<file path="src/design/jlm_pkg.sv">
// shared constants, types and instruction layout for the jump, load and accumulate slice
package jlm_pkg;
    localparam int XLEN = 64;
    localparam int REG_IDX_W = 5;
    localparam int IMM_W = 16;
    localparam int PROD_W = 32;

    // primary opcodes, plus the minor opcode of register accumulate
    localparam logic [5:0] OPC_JUMP_REG = 6'h11;
    localparam logic [5:0] OPC_LOAD_BYTE_S = 6'h24;
    localparam logic [5:0] OPC_LOAD_BYTE_Z = 6'h23;
    localparam logic [5:0] OPC_LOAD_HALF_S = 6'h26;
    localparam logic [5:0] OPC_LOAD_HALF_Z = 6'h25;
    localparam logic [5:0] OPC_LOAD_WORD_S = 6'h22;
    localparam logic [5:0] OPC_LOAD_WORD_Z = 6'h21;
    localparam logic [5:0] OPC_MAC_REG = 6'h31;
    localparam logic [5:0] OPC_MAC_IMM = 6'h13;
    localparam logic [3:0] MINOR_MAC = 4'h1;
    localparam logic [5:0] OPC_LOAD_DOUBLE_DFLT = 6'h20;
    localparam logic [5:0] OPC_ACC_READ_DFLT = 6'h3e;

    // reset values
    localparam logic [XLEN-1:0] ACC_RESET = 64'h0;
    localparam logic [XLEN-1:0] DATA_RESET = 64'h0;

    // instruction word: rb sits in imm[15:11], minor opcode in imm[3:0]
    typedef struct packed {
        logic [5:0] opc;
        logic [4:0] rd;
        logic [4:0] ra;
        logic [15:0] imm;
    } jlm_insn_t;

    typedef enum logic [1:0] {SZ_BYTE, SZ_HALF, SZ_WORD, SZ_DOUBLE} jlm_size_t;

    typedef struct packed {
        logic tlb_miss;
        logic page_fault;
        logic bus_err;
    } jlm_fault_t;

    typedef struct packed {
        logic align;
        logic tlb_miss;
        logic page_fault;
        logic bus_err;
    } jlm_exc_t;
endpackage : jlm_pkg

</file>
<file path="src/design/jlm_exec.sv">
// execute unit for register jump, displacement loads and multiply-accumulate
// Functional notes
// - register jump takes target from src_reg_b
// - one delay slot executes before redirect
// - address is src_reg_a plus sign-extended immediate
// - signed byte load sign-extends bit 7
// - unsigned byte load zero-extends
// - signed half load sign-extends bit 15
// - unsigned half load zero-extends
// - signed word load sign-extends bit 31
// - unsigned word load clears upper word
// - double load moves whole 64-bit value
// - memory faults reported; alignment except byte
// - register accumulate writes no destination register
// - signed product truncated to 32, accumulated
// - immediate accumulate uses immediate times source
// - read-and-clear waits, returns, then zeroes
`timescale 1ns/1ps
module jlm_exec
    import jlm_pkg::*;
#(
    parameter logic [5:0] OPC_LOAD_DOUBLE = OPC_LOAD_DOUBLE_DFLT,
    parameter logic [5:0] OPC_ACC_READ = OPC_ACC_READ_DFLT
) (
    // clock and reset
    input wire logic core_clk,
    input wire logic rstn,
    // instruction issue
    input wire logic insn_valid,
    input wire jlm_insn_t insn,
    input wire logic [XLEN-1:0] src_reg_a,
    input wire logic [XLEN-1:0] src_reg_b,
    output logic insn_ready,
    // control transfer
    output logic redirect_valid,
    output logic [XLEN-1:0] redirect_pc,
    // data memory
    output logic mem_req_valid,
    output logic [XLEN-1:0] mem_req_addr,
    output jlm_size_t mem_req_size,
    input wire logic mem_rsp_valid,
    input wire logic [XLEN-1:0] mem_rsp_data,
    input wire jlm_fault_t mem_rsp_fault,
    // register writeback
    output logic wb_valid,
    output logic [REG_IDX_W-1:0] wb_reg,
    output logic [XLEN-1:0] wb_data,
    // exceptions
    output logic exc_valid,
    output jlm_exc_t exc_cause,
    output logic [XLEN-1:0] effective_addr,
    // accumulator
    output logic [31:0] accum_upper_half,
    output logic [31:0] accum_lower_half
);
    typedef enum logic {ST_IDLE, ST_LOAD} jlm_state_t;

    function automatic logic [XLEN-1:0] sext16(input logic [IMM_W-1:0] v);
        sext16 = {{(XLEN-IMM_W){v[IMM_W-1]}}, v};
    endfunction : sext16

    function automatic logic is_load(input logic [5:0] opc, input logic [5:0] opc_dbl);
        is_load = (opc == OPC_LOAD_BYTE_S) || (opc == OPC_LOAD_BYTE_Z) ||
                  (opc == OPC_LOAD_HALF_S) || (opc == OPC_LOAD_HALF_Z) ||
                  (opc == OPC_LOAD_WORD_S) || (opc == OPC_LOAD_WORD_Z) ||
                  (opc == opc_dbl);
    endfunction : is_load

    function automatic jlm_size_t load_size(input logic [5:0] opc);
        case (opc)
            OPC_LOAD_BYTE_S, OPC_LOAD_BYTE_Z: load_size = SZ_BYTE;
            OPC_LOAD_HALF_S, OPC_LOAD_HALF_Z: load_size = SZ_HALF;
            OPC_LOAD_WORD_S, OPC_LOAD_WORD_Z: load_size = SZ_WORD;
            default: load_size = SZ_DOUBLE;
        endcase
    endfunction : load_size

    function automatic logic misaligned(input jlm_size_t sz, input logic [2:0] a);
        case (sz)
            SZ_HALF: misaligned = a[0];
            SZ_WORD: misaligned = |a[1:0];
            SZ_DOUBLE: misaligned = |a[2:0];
            default: misaligned = 1'b0;
        endcase
    endfunction : misaligned

    function automatic logic [XLEN-1:0] load_extend(input logic [5:0] opc,
                                                    input logic [XLEN-1:0] d);
        case (opc)
            OPC_LOAD_BYTE_S: load_extend = {{56{d[7]}}, d[7:0]};
            OPC_LOAD_BYTE_Z: load_extend = {56'h0, d[7:0]};
            OPC_LOAD_HALF_S: load_extend = {{48{d[15]}}, d[15:0]};
            OPC_LOAD_HALF_Z: load_extend = {48'h0, d[15:0]};
            OPC_LOAD_WORD_S: load_extend = {{32{d[31]}}, d[31:0]};
            OPC_LOAD_WORD_Z: load_extend = {32'h0, d[31:0]};
            default: load_extend = d;
        endcase
    endfunction : load_extend

    jlm_state_t st_q, st_d;
    logic jr_pend_q, jr_pend_d;
    logic [XLEN-1:0] jr_tgt_q, jr_tgt_d;
    logic redir_q, redir_d;
    logic [XLEN-1:0] redir_pc_q, redir_pc_d;
    logic [XLEN-1:0] addr_q, addr_d;
    jlm_size_t size_q, size_d;
    logic [5:0] ld_opc_q, ld_opc_d;
    logic [REG_IDX_W-1:0] rd_q, rd_d;
    logic wb_v_q, wb_v_d;
    logic [XLEN-1:0] wb_data_q, wb_data_d;
    logic exc_v_q, exc_v_d;
    jlm_exc_t exc_q, exc_d;
    logic [XLEN-1:0] acc_q, acc_d;
    logic mac_v_q, mac_v_d;
    logic [XLEN-1:0] mac_add_q, mac_add_d;
    logic issue_fire;
    logic [XLEN-1:0] ea;
    logic [63:0] prod_rr;
    logic [63:0] prod_ri;
    logic [31:0] mac_imm_x;

    // read-and-clear stalls while an accumulate is in flight
    assign insn_ready = (st_q == ST_IDLE) && !((insn.opc == OPC_ACC_READ) && mac_v_q);
    assign issue_fire = insn_valid && insn_ready;
    assign ea = src_reg_a + sext16(insn.imm);
    // low 32 bits of the product are the same signed or unsigned
    assign prod_rr = src_reg_a[31:0] * src_reg_b[31:0];
    assign mac_imm_x = {{16{insn.rd[4]}}, insn.rd, insn.imm[10:0]};
    assign prod_ri = src_reg_a[31:0] * mac_imm_x;

    always_comb begin
        st_d = st_q;
        jr_pend_d = jr_pend_q;
        jr_tgt_d = jr_tgt_q;
        redir_d = 1'b0;
        redir_pc_d = redir_pc_q;
        addr_d = addr_q;
        size_d = size_q;
        ld_opc_d = ld_opc_q;
        rd_d = rd_q;
        wb_v_d = 1'b0;
        wb_data_d = wb_data_q;
        exc_v_d = 1'b0;
        exc_d = exc_q;
        mac_v_d = 1'b0;
        mac_add_d = mac_add_q;
        acc_d = acc_q;
        if (mac_v_q) begin
            acc_d = acc_q + mac_add_q;
        end
        case (st_q)
            ST_IDLE: begin
                if (issue_fire) begin
                    // delay slot has issued, now redirect
                    if (jr_pend_q) begin
                        redir_d = 1'b1;
                        redir_pc_d = jr_tgt_q;
                        jr_pend_d = 1'b0;
                    end
                    if (insn.opc == OPC_JUMP_REG) begin
                        jr_pend_d = 1'b1;
                        jr_tgt_d = src_reg_b;
                    end else if (is_load(insn.opc, OPC_LOAD_DOUBLE)) begin
                        addr_d = ea;
                        size_d = load_size(insn.opc);
                        ld_opc_d = insn.opc;
                        rd_d = insn.rd;
                        if (misaligned(load_size(insn.opc), ea[2:0])) begin
                            exc_v_d = 1'b1;
                            exc_d = '{align: 1'b1, default: 1'b0};
                        end else begin
                            st_d = ST_LOAD;
                        end
                    end else if ((insn.opc == OPC_MAC_REG) && (insn.imm[3:0] == MINOR_MAC)) begin
                        mac_v_d = 1'b1;
                        mac_add_d = {{32{prod_rr[31]}}, prod_rr[31:0]};
                    end else if (insn.opc == OPC_MAC_IMM) begin
                        mac_v_d = 1'b1;
                        mac_add_d = {{32{prod_ri[31]}}, prod_ri[31:0]};
                    end else if (insn.opc == OPC_ACC_READ) begin
                        wb_v_d = 1'b1;
                        rd_d = insn.rd;
                        wb_data_d = acc_q;
                        acc_d = ACC_RESET;
                    end
                end
            end
            ST_LOAD: begin
                if (mem_rsp_valid) begin
                    st_d = ST_IDLE;
                    if (|mem_rsp_fault) begin
                        exc_v_d = 1'b1;
                        exc_d = '{align: 1'b0, tlb_miss: mem_rsp_fault.tlb_miss,
                                  page_fault: mem_rsp_fault.page_fault,
                                  bus_err: mem_rsp_fault.bus_err};
                    end else begin
                        wb_v_d = 1'b1;
                        wb_data_d = load_extend(ld_opc_q, mem_rsp_data);
                    end
                end
            end
            default: st_d = ST_IDLE;
        endcase
    end

    always_ff @(posedge core_clk or negedge rstn) begin
        if (!rstn) begin
            st_q <= ST_IDLE;
            jr_pend_q <= 1'b0;
            jr_tgt_q <= DATA_RESET;
            redir_q <= 1'b0;
            redir_pc_q <= DATA_RESET;
            addr_q <= DATA_RESET;
            size_q <= SZ_BYTE;
            ld_opc_q <= 6'h0;
            rd_q <= 5'h0;
            wb_v_q <= 1'b0;
            wb_data_q <= DATA_RESET;
            exc_v_q <= 1'b0;
            exc_q <= '0;
            acc_q <= ACC_RESET;
            mac_v_q <= 1'b0;
            mac_add_q <= DATA_RESET;
        end else begin
            st_q <= st_d;
            jr_pend_q <= jr_pend_d;
            jr_tgt_q <= jr_tgt_d;
            redir_q <= redir_d;
            redir_pc_q <= redir_pc_d;
            addr_q <= addr_d;
            size_q <= size_d;
            ld_opc_q <= ld_opc_d;
            rd_q <= rd_d;
            wb_v_q <= wb_v_d;
            wb_data_q <= wb_data_d;
            exc_v_q <= exc_v_d;
            exc_q <= exc_d;
            acc_q <= acc_d;
            mac_v_q <= mac_v_d;
            mac_add_q <= mac_add_d;
        end
    end

    assign redirect_valid = redir_q;
    assign redirect_pc = redir_pc_q;
    assign mem_req_valid = (st_q == ST_LOAD);
    assign mem_req_addr = addr_q;
    assign mem_req_size = size_q;
    assign wb_valid = wb_v_q;
    assign wb_reg = rd_q;
    assign wb_data = wb_data_q;
    assign exc_valid = exc_v_q;
    assign exc_cause = exc_q;
    assign effective_addr = addr_q;
    assign accum_upper_half = acc_q[63:32];
    assign accum_lower_half = acc_q[31:0];

    // checks
    a_jr_target: assert property (@(posedge core_clk) disable iff (!rstn)
        (issue_fire && insn.opc == OPC_JUMP_REG) |=> jr_tgt_q == $past(src_reg_b))
        else $error("jump target not taken from src_reg_b");
    a_delay_slot: assert property (@(posedge core_clk) disable iff (!rstn)
        redirect_valid |-> $past(issue_fire) && $past(jr_pend_q))
        else $error("redirect without a delay slot issue");
    a_ea_form: assert property (@(posedge core_clk) disable iff (!rstn)
        (issue_fire && is_load(insn.opc, OPC_LOAD_DOUBLE))
        |=> mem_req_addr == $past(src_reg_a) + sext16($past(insn.imm)))
        else $error("effective address wrong");
    a_byte_sign: assert property (@(posedge core_clk) disable iff (!rstn)
        (wb_valid && $past(st_q == ST_LOAD) && ld_opc_q == OPC_LOAD_BYTE_S)
        |-> wb_data[63:8] == {56{wb_data[7]}})
        else $error("signed byte not extended");
    a_byte_zero: assert property (@(posedge core_clk) disable iff (!rstn)
        (wb_valid && $past(st_q == ST_LOAD) && ld_opc_q == OPC_LOAD_BYTE_Z)
        |-> wb_data[63:8] == 56'h0)
        else $error("unsigned byte not cleared");
    a_half_sign: assert property (@(posedge core_clk) disable iff (!rstn)
        (wb_valid && $past(st_q == ST_LOAD) && ld_opc_q == OPC_LOAD_HALF_S)
        |-> wb_data[63:16] == {48{wb_data[15]}})
        else $error("signed half not extended");
    a_half_zero: assert property (@(posedge core_clk) disable iff (!rstn)
        (wb_valid && $past(st_q == ST_LOAD) && ld_opc_q == OPC_LOAD_HALF_Z)
        |-> wb_data[63:16] == 48'h0)
        else $error("unsigned half not cleared");
    a_word_sign: assert property (@(posedge core_clk) disable iff (!rstn)
        (wb_valid && $past(st_q == ST_LOAD) && ld_opc_q == OPC_LOAD_WORD_S)
        |-> wb_data == {{32{$past(mem_rsp_data[31])}}, $past(mem_rsp_data[31:0])})
        else $error("signed word wrong");
    a_word_zero: assert property (@(posedge core_clk) disable iff (!rstn)
        (wb_valid && $past(st_q == ST_LOAD) && ld_opc_q == OPC_LOAD_WORD_Z)
        |-> wb_data == {32'h0, $past(mem_rsp_data[31:0])})
        else $error("unsigned word wrong");
    a_double_full: assert property (@(posedge core_clk) disable iff (!rstn)
        (wb_valid && $past(st_q == ST_LOAD) && ld_opc_q == OPC_LOAD_DOUBLE)
        |-> wb_data == $past(mem_rsp_data))
        else $error("double load not full width");
    a_byte_align: assert property (@(posedge core_clk) disable iff (!rstn)
        (exc_valid && exc_cause.align) |-> mem_req_size != SZ_BYTE && !$past(mem_req_valid))
        else $error("alignment raised on byte or after access");
    a_fault_nowb: assert property (@(posedge core_clk) disable iff (!rstn)
        (st_q == ST_LOAD && mem_rsp_valid && |mem_rsp_fault) |=> exc_valid && !wb_valid)
        else $error("faulting load wrote back");
    a_mac_nowb: assert property (@(posedge core_clk) disable iff (!rstn)
        (issue_fire && (insn.opc == OPC_MAC_REG || insn.opc == OPC_MAC_IMM)) |=> !wb_valid)
        else $error("accumulate wrote a register");
    a_mac_wrap: assert property (@(posedge core_clk) disable iff (!rstn)
        (mac_v_q && !$past(issue_fire && insn.opc == OPC_ACC_READ))
        |=> acc_q == $past(acc_q) + $past(mac_add_q))
        else $error("accumulator sum wrong");
    a_mac_trunc: assert property (@(posedge core_clk) disable iff (!rstn)
        (issue_fire && insn.opc == OPC_MAC_REG && insn.imm[3:0] == MINOR_MAC)
        |=> mac_v_q ##1 acc_q == $past(acc_q) + {{32{$past(mac_add_q[31])}}, $past(mac_add_q[31:0])})
        else $error("product not truncated and accumulated");
    a_read_clear: assert property (@(posedge core_clk) disable iff (!rstn)
        (issue_fire && insn.opc == OPC_ACC_READ)
        |-> !mac_v_q ##1 (wb_valid && wb_data == $past(acc_q) && acc_q == 64'h0))
        else $error("read and clear wrong");
    c_jump: cover property (@(posedge core_clk) disable iff (!rstn) redirect_valid);
    c_load_ok: cover property (@(posedge core_clk) disable iff (!rstn)
        mem_req_valid ##1 wb_valid);
    c_load_fault: cover property (@(posedge core_clk) disable iff (!rstn)
        exc_valid && !exc_cause.align);
    c_mac_read: cover property (@(posedge core_clk) disable iff (!rstn)
        mac_v_q ##1 (issue_fire && insn.opc == OPC_ACC_READ));
endmodule : jlm_exec

</file>
<file path="config.mk">
export PLATFORM = sky130hd
export DESIGN_NAME = jlm_exec
export DESIGN_NICKNAME = d
export VERILOG_FILES = /design/src/design/jlm_pkg.sv /design/src/design/jlm_exec.sv
export SDC_FILE = /design/constraint.sdc
export NUM_CORES = 2
export LEC_CHECK = 0
export ABC_AREA = 1
export BUFFER_PORTS_ARGS = -buffer_cell sky130_fd_sc_hd__buf_2
export CORE_UTILIZATION = 48
export DETAILED_ROUTE_END_ITERATION = 8
export GPL_TIMING_DRIVEN = 0
export PLACE_DENSITY = 0.71
export SLEW_MARGIN = 20
export SYNTH_ARGS = -nofsm -noshare
export SYNTH_HDL_FRONTEND = slang
export SYNTH_SLANG_ARGS = --single-unit
</file>
<file path="constraint.sdc">
create_clock -name core_clk -period 2.53 [get_ports core_clk]
set_input_delay 0.253 -clock core_clk [delete_from_list [all_inputs] [get_ports core_clk]]
set_output_delay 0.253 -clock core_clk [all_outputs]
set_load 0.05 [all_outputs]
</file>
## Word-level counts from Yosys, hierarchy flattened

Cells that the tools add are included.

| operators by class | value |
|---|---|
| muxes and demuxes | 73 |
| add/sub/neg operators | 2 |
| bitwise operators | 3 |
| multiply operators | 2 |
| reductions and logical operators | 27 |
| eq/ne operators | 34 |

Operator list:

| kind | count |
|---|---|
| $mux 64 | 18 |
| $pmux 64 s6 | 1 |
| $add 64x64->64 | 2 |
| $pmux 64 s2 | 1 |
| $eq 6x6->1 const B | 15 |
| $mux 1 | 33 |
| $mul 32x16->32 | 1 |
| $mul 32x32->32 | 1 |
| $mux 4 | 6 |
| $mux 5 | 4 |
| $ne 2x2->1 const B | 9 |
| $eq 6x5->1 const B | 2 |
| $reduce_and 6->1 | 2 |
| $mux 2 | 4 |
| $ne 2x1->1 const B | 4 |
| $pmux 4 s2 | 1 |
| $reduce_and 8->1 | 1 |
| $reduce_or 2->1 | 4 |
| $logic_or 1x1->1 | 6 |
| $pmux 1 s2 | 3 |
| $pmux 2 s3 | 1 |
| $reduce_and 3->1 | 2 |
| $reduce_or 3->1 | 2 |
| $reduce_and 5->1 | 1 |
| other kinds (10) | 17 |

| storage, ports and cells | value |
|---|---|
| register bits after elaboration | 407 |
| word-level logic and storage cells | 160 |

## Depth between registers and ports, before layout

| depth | value |
|---|---|
| depth after elaboration | 22 |
| mapped depth | 37 |
| mapped depth without buffers | 35 |

## Worst setup path after synthesis

Ideal clock, no wire load.

| path | value |
|---|---|
| path type | in2reg |
| start point | in src_reg_a[9] |
| end point | reg mac_add_q[28] |
| setup time | 0.117 ns |
| slack | -3.991 ns |
| path buffers | 2 |
| arrival time | 6.404 ns |
| cell stages on the path | 29 |
| cells stage by stage | clkbuf_1 > buf_1 > nand2_1 > fa_1 > inv_1 > fa_1 > fa_1 > inv_1 > fa_1 > inv_1 > fa_1 > inv_1 > fa_1 > inv_1 > fa_1 > fa_1 > ha_1 > nand2_1 > nor4_1 > nand4_1 > nand3_1 > nand2_1 > nand2_1 > a21oi_1 > xnor2_1 > nand2_1 > nand2_1 > nand2_1 > nand2_1 |

| on the way | value |
|---|---|
| longest elaborated chain between the ends | 3 |
| elaborated cells between the ends (all ways) | 4 |

RTL lines:

| item | RTL line | source |
|---|---|---|
| start, declared | jlm_exec.sv:31 | `input wire logic [XLEN-1:0] src_reg_a,` |
| $mul 32x16->32 | jlm_exec.sv:129 | `assign prod_ri = src_reg_a[31:0] * mac_imm_x;` |
| $mux 64 | jlm_exec.sv:177 | `end else if (insn.opc == OPC_MAC_IMM) begin` |
| $mux 64 * | jlm_exec.sv:174 | `end else if ((insn.opc == OPC_MAC_REG) && (insn.imm[3:0] == MINOR_MAC)) begin` |
| end signal, assigned | jlm_exec.sv:240 | `mac_add_q <= mac_add_d;` |
| end, declared | jlm_exec.sv:115 | `logic [XLEN-1:0] mac_add_q, mac_add_d;` |

Every way passes the cells marked *; elsewhere a longest branch is shown, timed or not. The select of a mux whose other input is x is not followed.
A chain may end at the register's enable or synchronous reset.

## Worst setup path in the final report

| path | value |
|---|---|
| start point | in insn[4] in the netlist's numbering |
| end point | reg mac_add_q[62] |

| on the way | value |
|---|---|
| longest elaborated chain between the ends | 3 |

RTL lines:

| item | RTL line | source |
|---|---|---|
| start, declared | jlm_exec.sv:30 | `input wire jlm_insn_t insn,` |
| $mul 32x16->32 | jlm_exec.sv:129 |  |
| $mux 64 | jlm_exec.sv:177 |  |
| $mux 64 | jlm_exec.sv:174 |  |

No other way between the ends. The select of a mux whose other input is x is not followed.

==> results.toml <==
[outcome]
run_status = "finished with violations"
violations = "negative setup slack"

[floorplan]
fp.dieH_um = 337
die_area_sq_um = 113000
chipWidth_um = 337
floorplan.initialDensity_pct = 48.5
fp.coreArea_sq_um = 111000
io_pins = 567
rows = 122

[route]
wl_per_cell_um = 23.3
drt.antenna.violating_nets = 0
postRouteWirelength_mm = 227
routed_via_density = 5.53
num_vias = 54000
dr.pass1.iters = 9
drc_violations_left = 0
dr.first_iter.drc_count = 4746

[layout]
layout-area-overhead-vs-synth_pct = 28.7
final_nets = 9506
layoutNonFillerInstCount = 9759
layout.filler_cells = 9665
post_route_cells_drive_above_1_share_pct = 23.2

[synthesis]
sequential_cell_area_fraction_in_the_yosys_report_pct = 17.5
yosys_warning_count = 0
synth_simple_gate_area_share_pct = 20.1
synth_mux_area_share_pct = 0.105
largest_family_of_logic_cells_by_synthesized_area = "adder cells"
synth-edff-count = 0
synthesis.area_per_instance_sq_um = 7.38
synth_xor_area_share_pct = 1.76
postSynth.asyncResetShare_pct = 100
share_of_the_synthesized_area_in_compound_gates_ao_oa_aoi_oai_pct = 10.9
synthesis.area_sq_um = 53700
gate_count_post_synth = 7282
syn-num-nets = 8568
synthAdderAreaFrac_pct = 34.5
yosys_register_bits = 375
yosys.cell_types.count = 67
ys_dominant_reg_cell = "sky130_fd_sc_hd__dfrtp_1"

[clock_tree]
cts_inserted_buffers = 45
clk_pin_slew_ns = 0.06
clk_root_buffer_cell = "sky130_fd_sc_hd__clkbuf_16"
clkLatencyLatePin_ns = 0.66
cts_tree = "yes"
cts_num_sinks = 375
clock_tree.htree_level_count = 2
cts-root-to-sink-buffers = 3

[critical_path]
worstSetupEndpointType = "register"
worstSetupPathType = "in2reg"
critical_path_required_ns = 3.08
setup.reg_to_reg.worst_slack_ns = -0.23
crit_end = "mac_add_q[62]"
cp.arrival_ns = 6.66
cp-startpoint = "insn[4]"
worstSetupStartpointType = "input pin"
crit-reg2reg-capture = "acc_q[61]"
worstReg2RegStart = "mac_add_q[62]"
worst-path-max-fanout = 10
reg2reg_depth = 15

[timing]
maxClockFrequency_mhz = 164
timing.hold.ws_ns = 0.0250
final.setup_skew_ns = 0.0325
layout_worst_path_cycle_share_pct = 242
finalSetupViolations = 40
slew_headroom_pct = 25.9
worst-slew-pin-transition_ns = 1.10
rsz0062_at_grt = "true"
final_hold_viol_count = 0
final_period_minus_worst_setup_slack_ns = 6.11
drv_slew = 0
layout_setup_ws_ns = -3.58

[placed_design]
gp_routability_congestion = 1.03
hpwlAfterDp_mm = 181
buffer_ports.inserted = 548
total_placed_cells_including_tap_cells = 9322

[grt]
groute.usage.overall_pct = 39.3
total_congestion_overflow_after_global_routing = 0
grt_antenna_before_repair = 16
grt_pass1_vias = 53200
grt_max_degree = 83
wire_length_of_the_first_global_routing_pass_mm = 329

[min_path]
holdCritStartpoint = "src_reg_b[13]"
timing.hold.worst.class = "in2reg"

[job]
drv.max_cap_violation_count = 0
## metal layers
metal	up-vias	part of all wire, %	wire, um	GRT usage (%)
li1	23900	-	-	-
met1	26200	37	83300	47.8
met2	3037	44	101000	61.2
met3	833	11	24100	9.36
met4	6	8.5	19400	28.6
met5	-	0.015	34	0
## stage by stage
| step | setup slack [ns] | utilization [%] | TNS (ns) | cell area [sq um] |
|---|---|---|---|---|
| detailed placement | -5.18 | 53.9 | -160.66 | 59800 |
| CTS | -3.53 | 60.4 | -75.68 | 66900 |
| global route | -3.75 | 62.4 | -84.40 | 69100 |
| finish | -3.58 | 62.4 | -79.23 | 69200 |
| floorplan | -3.54 | - | -77.31 | 55000 |
| global placement | -7.09 | 53.8 | -2578.27 | 59600 |
## cell families (layout without fill, tap and decap cells)
family          count (synthesis)  in the layout
fa+ha+maj                    1055           1055
compound gates               1000           1000
simple gates                 2667           2667
flops                         375            375
mux                             5              5
buf+inv                      2072           3044
xor+xnor                      108            108
other cells                     0             17
## cells in the final DEF (no fill, tap or decap), types with 30 or more instances in the layout
cell type	synthesis	layout
sky130_fd_sc_hd__o21ai_0	307	225
sky130_fd_sc_hd__inv_2	11	75
sky130_fd_sc_hd__nor2_4	2	48
sky130_fd_sc_hd__nand3_2	3	37
sky130_fd_sc_hd__fa_2	0	48
sky130_fd_sc_hd__buf_4	69	282
sky130_fd_sc_hd__nand3_1	255	215
sky130_fd_sc_hd__clkbuf_8	0	33
sky130_fd_sc_hd__o211ai_1	63	63
sky130_fd_sc_hd__clkbuf_1	175	58
sky130_fd_sc_hd__dfrtp_2	0	33
sky130_fd_sc_hd__o21ai_1	17	53
sky130_fd_sc_hd__nor2_2	3	37
sky130_fd_sc_hd__ha_1	341	229
sky130_fd_sc_hd__xnor2_1	56	49
sky130_fd_sc_hd__buf_8	0	34
sky130_fd_sc_hd__a21oi_1	370	292
sky130_fd_sc_hd__a21oi_4	4	30
sky130_fd_sc_hd__nand4_1	35	35
sky130_fd_sc_hd__nand2_4	2	36
sky130_fd_sc_hd__nand2_2	3	67
sky130_fd_sc_hd__ha_4	0	107
sky130_fd_sc_hd__nor2_1	487	407
sky130_fd_sc_hd__clkbuf_16	0	85
sky130_fd_sc_hd__buf_6	0	56
sky130_fd_sc_hd__fa_1	714	666
sky130_fd_sc_hd__xor2_1	52	50
sky130_fd_sc_hd__inv_1	1695	1626
sky130_fd_sc_hd__a31oi_1	60	50
sky130_fd_sc_hd__a21o_1	35	34
sky130_fd_sc_hd__o21ai_2	10	46
sky130_fd_sc_hd__dfrtp_1	375	341
sky130_fd_sc_hd__buf_2	75	568
sky130_fd_sc_hd__a21oi_2	9	61
sky130_fd_sc_hd__dlygate4sd3_1	0	113
sky130_fd_sc_hd__nand2_1	1768	1668
## synthesized netlist by cell type, types with 4 or more instances
master                     number  area, sq um
sky130_fd_sc_hd__a211oi_1      10         75.1
sky130_fd_sc_hd__a21boi_0       9         67.6
sky130_fd_sc_hd__a21o_1        35          263
sky130_fd_sc_hd__a21oi_1      370         1850
sky130_fd_sc_hd__a21oi_2        9         78.8
sky130_fd_sc_hd__a21oi_4        4         65.1
sky130_fd_sc_hd__a221oi_1       7         61.3
sky130_fd_sc_hd__a31oi_1       60          375
sky130_fd_sc_hd__buf_1         44          165
sky130_fd_sc_hd__buf_2         75          375
sky130_fd_sc_hd__buf_4         69          518
sky130_fd_sc_hd__clkbuf_1     175          657
sky130_fd_sc_hd__dfrtp_1      375         9380
sky130_fd_sc_hd__fa_1         714        14300
sky130_fd_sc_hd__ha_1         341         4270
sky130_fd_sc_hd__inv_1       1695         6360
sky130_fd_sc_hd__inv_2         11         41.3
sky130_fd_sc_hd__mux2_1         4         45.0
sky130_fd_sc_hd__nand2_1     1768         6640
sky130_fd_sc_hd__nand3_1      255         1280
sky130_fd_sc_hd__nand3b_1      16          120
sky130_fd_sc_hd__nand4_1       35          219
sky130_fd_sc_hd__nor2_1       487         1830
sky130_fd_sc_hd__nor3_1        38          190
sky130_fd_sc_hd__nor4_1        10         62.6
sky130_fd_sc_hd__o211ai_1      63          473
sky130_fd_sc_hd__o21a_1        19          143
sky130_fd_sc_hd__o21ai_0      307         1540
sky130_fd_sc_hd__o21ai_1       17         85.1
sky130_fd_sc_hd__o21ai_2       10         87.6
sky130_fd_sc_hd__o21bai_1      21          158
sky130_fd_sc_hd__o221ai_1      28          245
sky130_fd_sc_hd__o22a_1         5         43.8
sky130_fd_sc_hd__or2_1          6         37.5
sky130_fd_sc_hd__or2_2         29          181
sky130_fd_sc_hd__xnor2_1       56          490
sky130_fd_sc_hd__xor2_1        52          455
## area by class of cell
cell class                      count  area, sq um  area share, %
Sequential cell                   375         9430           13.6
Buffer                            356         3510           5.07
Tap cell                         1488         1860           2.69
Inverter                         1708         6430           9.29
Antenna cell                       17         42.5         0.0615
Multi-Input combinational cell   4835        40100           57.9
Timing Repair Buffer              899         6260           9.06
Clock buffer                       57         1220           1.77
Clock inverter                     24          362          0.523
## worst min path at each step
stage	to	slack [ns]	cells past startpoint
floorplan	acc_q[0]	-0.04	0
global placement	ld_opc_q[5]	0.43	2
global route	jr_tgt_q[27]	0.04	3
detailed placement	exc_cause[2]	0.27	1
CTS	jr_tgt_q[11]	0.003	3
finish	jr_tgt_q[13]	0.03	3
## critical path, stage by stage
cell	delay [ns]
sky130_fd_sc_hd__buf_2	0.18
sky130_fd_sc_hd__clkbuf_16	0.20
sky130_fd_sc_hd__clkbuf_2	0.27
sky130_fd_sc_hd__nand2_1	0.13
sky130_fd_sc_hd__fa_1	0.55
sky130_fd_sc_hd__inv_1	0.05
sky130_fd_sc_hd__fa_1	0.47
sky130_fd_sc_hd__inv_1	0.05
sky130_fd_sc_hd__fa_1	0.49
sky130_fd_sc_hd__inv_1	0.06
sky130_fd_sc_hd__fa_1	0.53
sky130_fd_sc_hd__inv_1	0.05
sky130_fd_sc_hd__fa_1	0.46
sky130_fd_sc_hd__fa_1	0.59
sky130_fd_sc_hd__inv_1	0.07
sky130_fd_sc_hd__ha_1	0.46
sky130_fd_sc_hd__nand2_1	0.17
sky130_fd_sc_hd__o21ai_0	0.28
sky130_fd_sc_hd__a21oi_1	0.07
sky130_fd_sc_hd__o211ai_1	0.29
sky130_fd_sc_hd__a21oi_4	0.12
sky130_fd_sc_hd__nand3b_1	0.41
sky130_fd_sc_hd__nand3_1	0.21
sky130_fd_sc_hd__nand3_1	0.12
sky130_fd_sc_hd__nand2_1	0.08
sky130_fd_sc_hd__inv_1	0.03
## what timing repair did
action | 4_1_cts | 5_1_grt
gates resized for setup | 756 | 488
buffers inserted | 140 | 98
setup endpoints to repair | 105 | 145
hold endpoints to repair | 184 | 0
hold buffers | 113 | 0
cloned | 2 | 1
pin swaps | 194 | 221
Power is left out: the tool's default activity adds up to more than one toggle a clock period on the data nets, which glitch-free logic cannot reach.
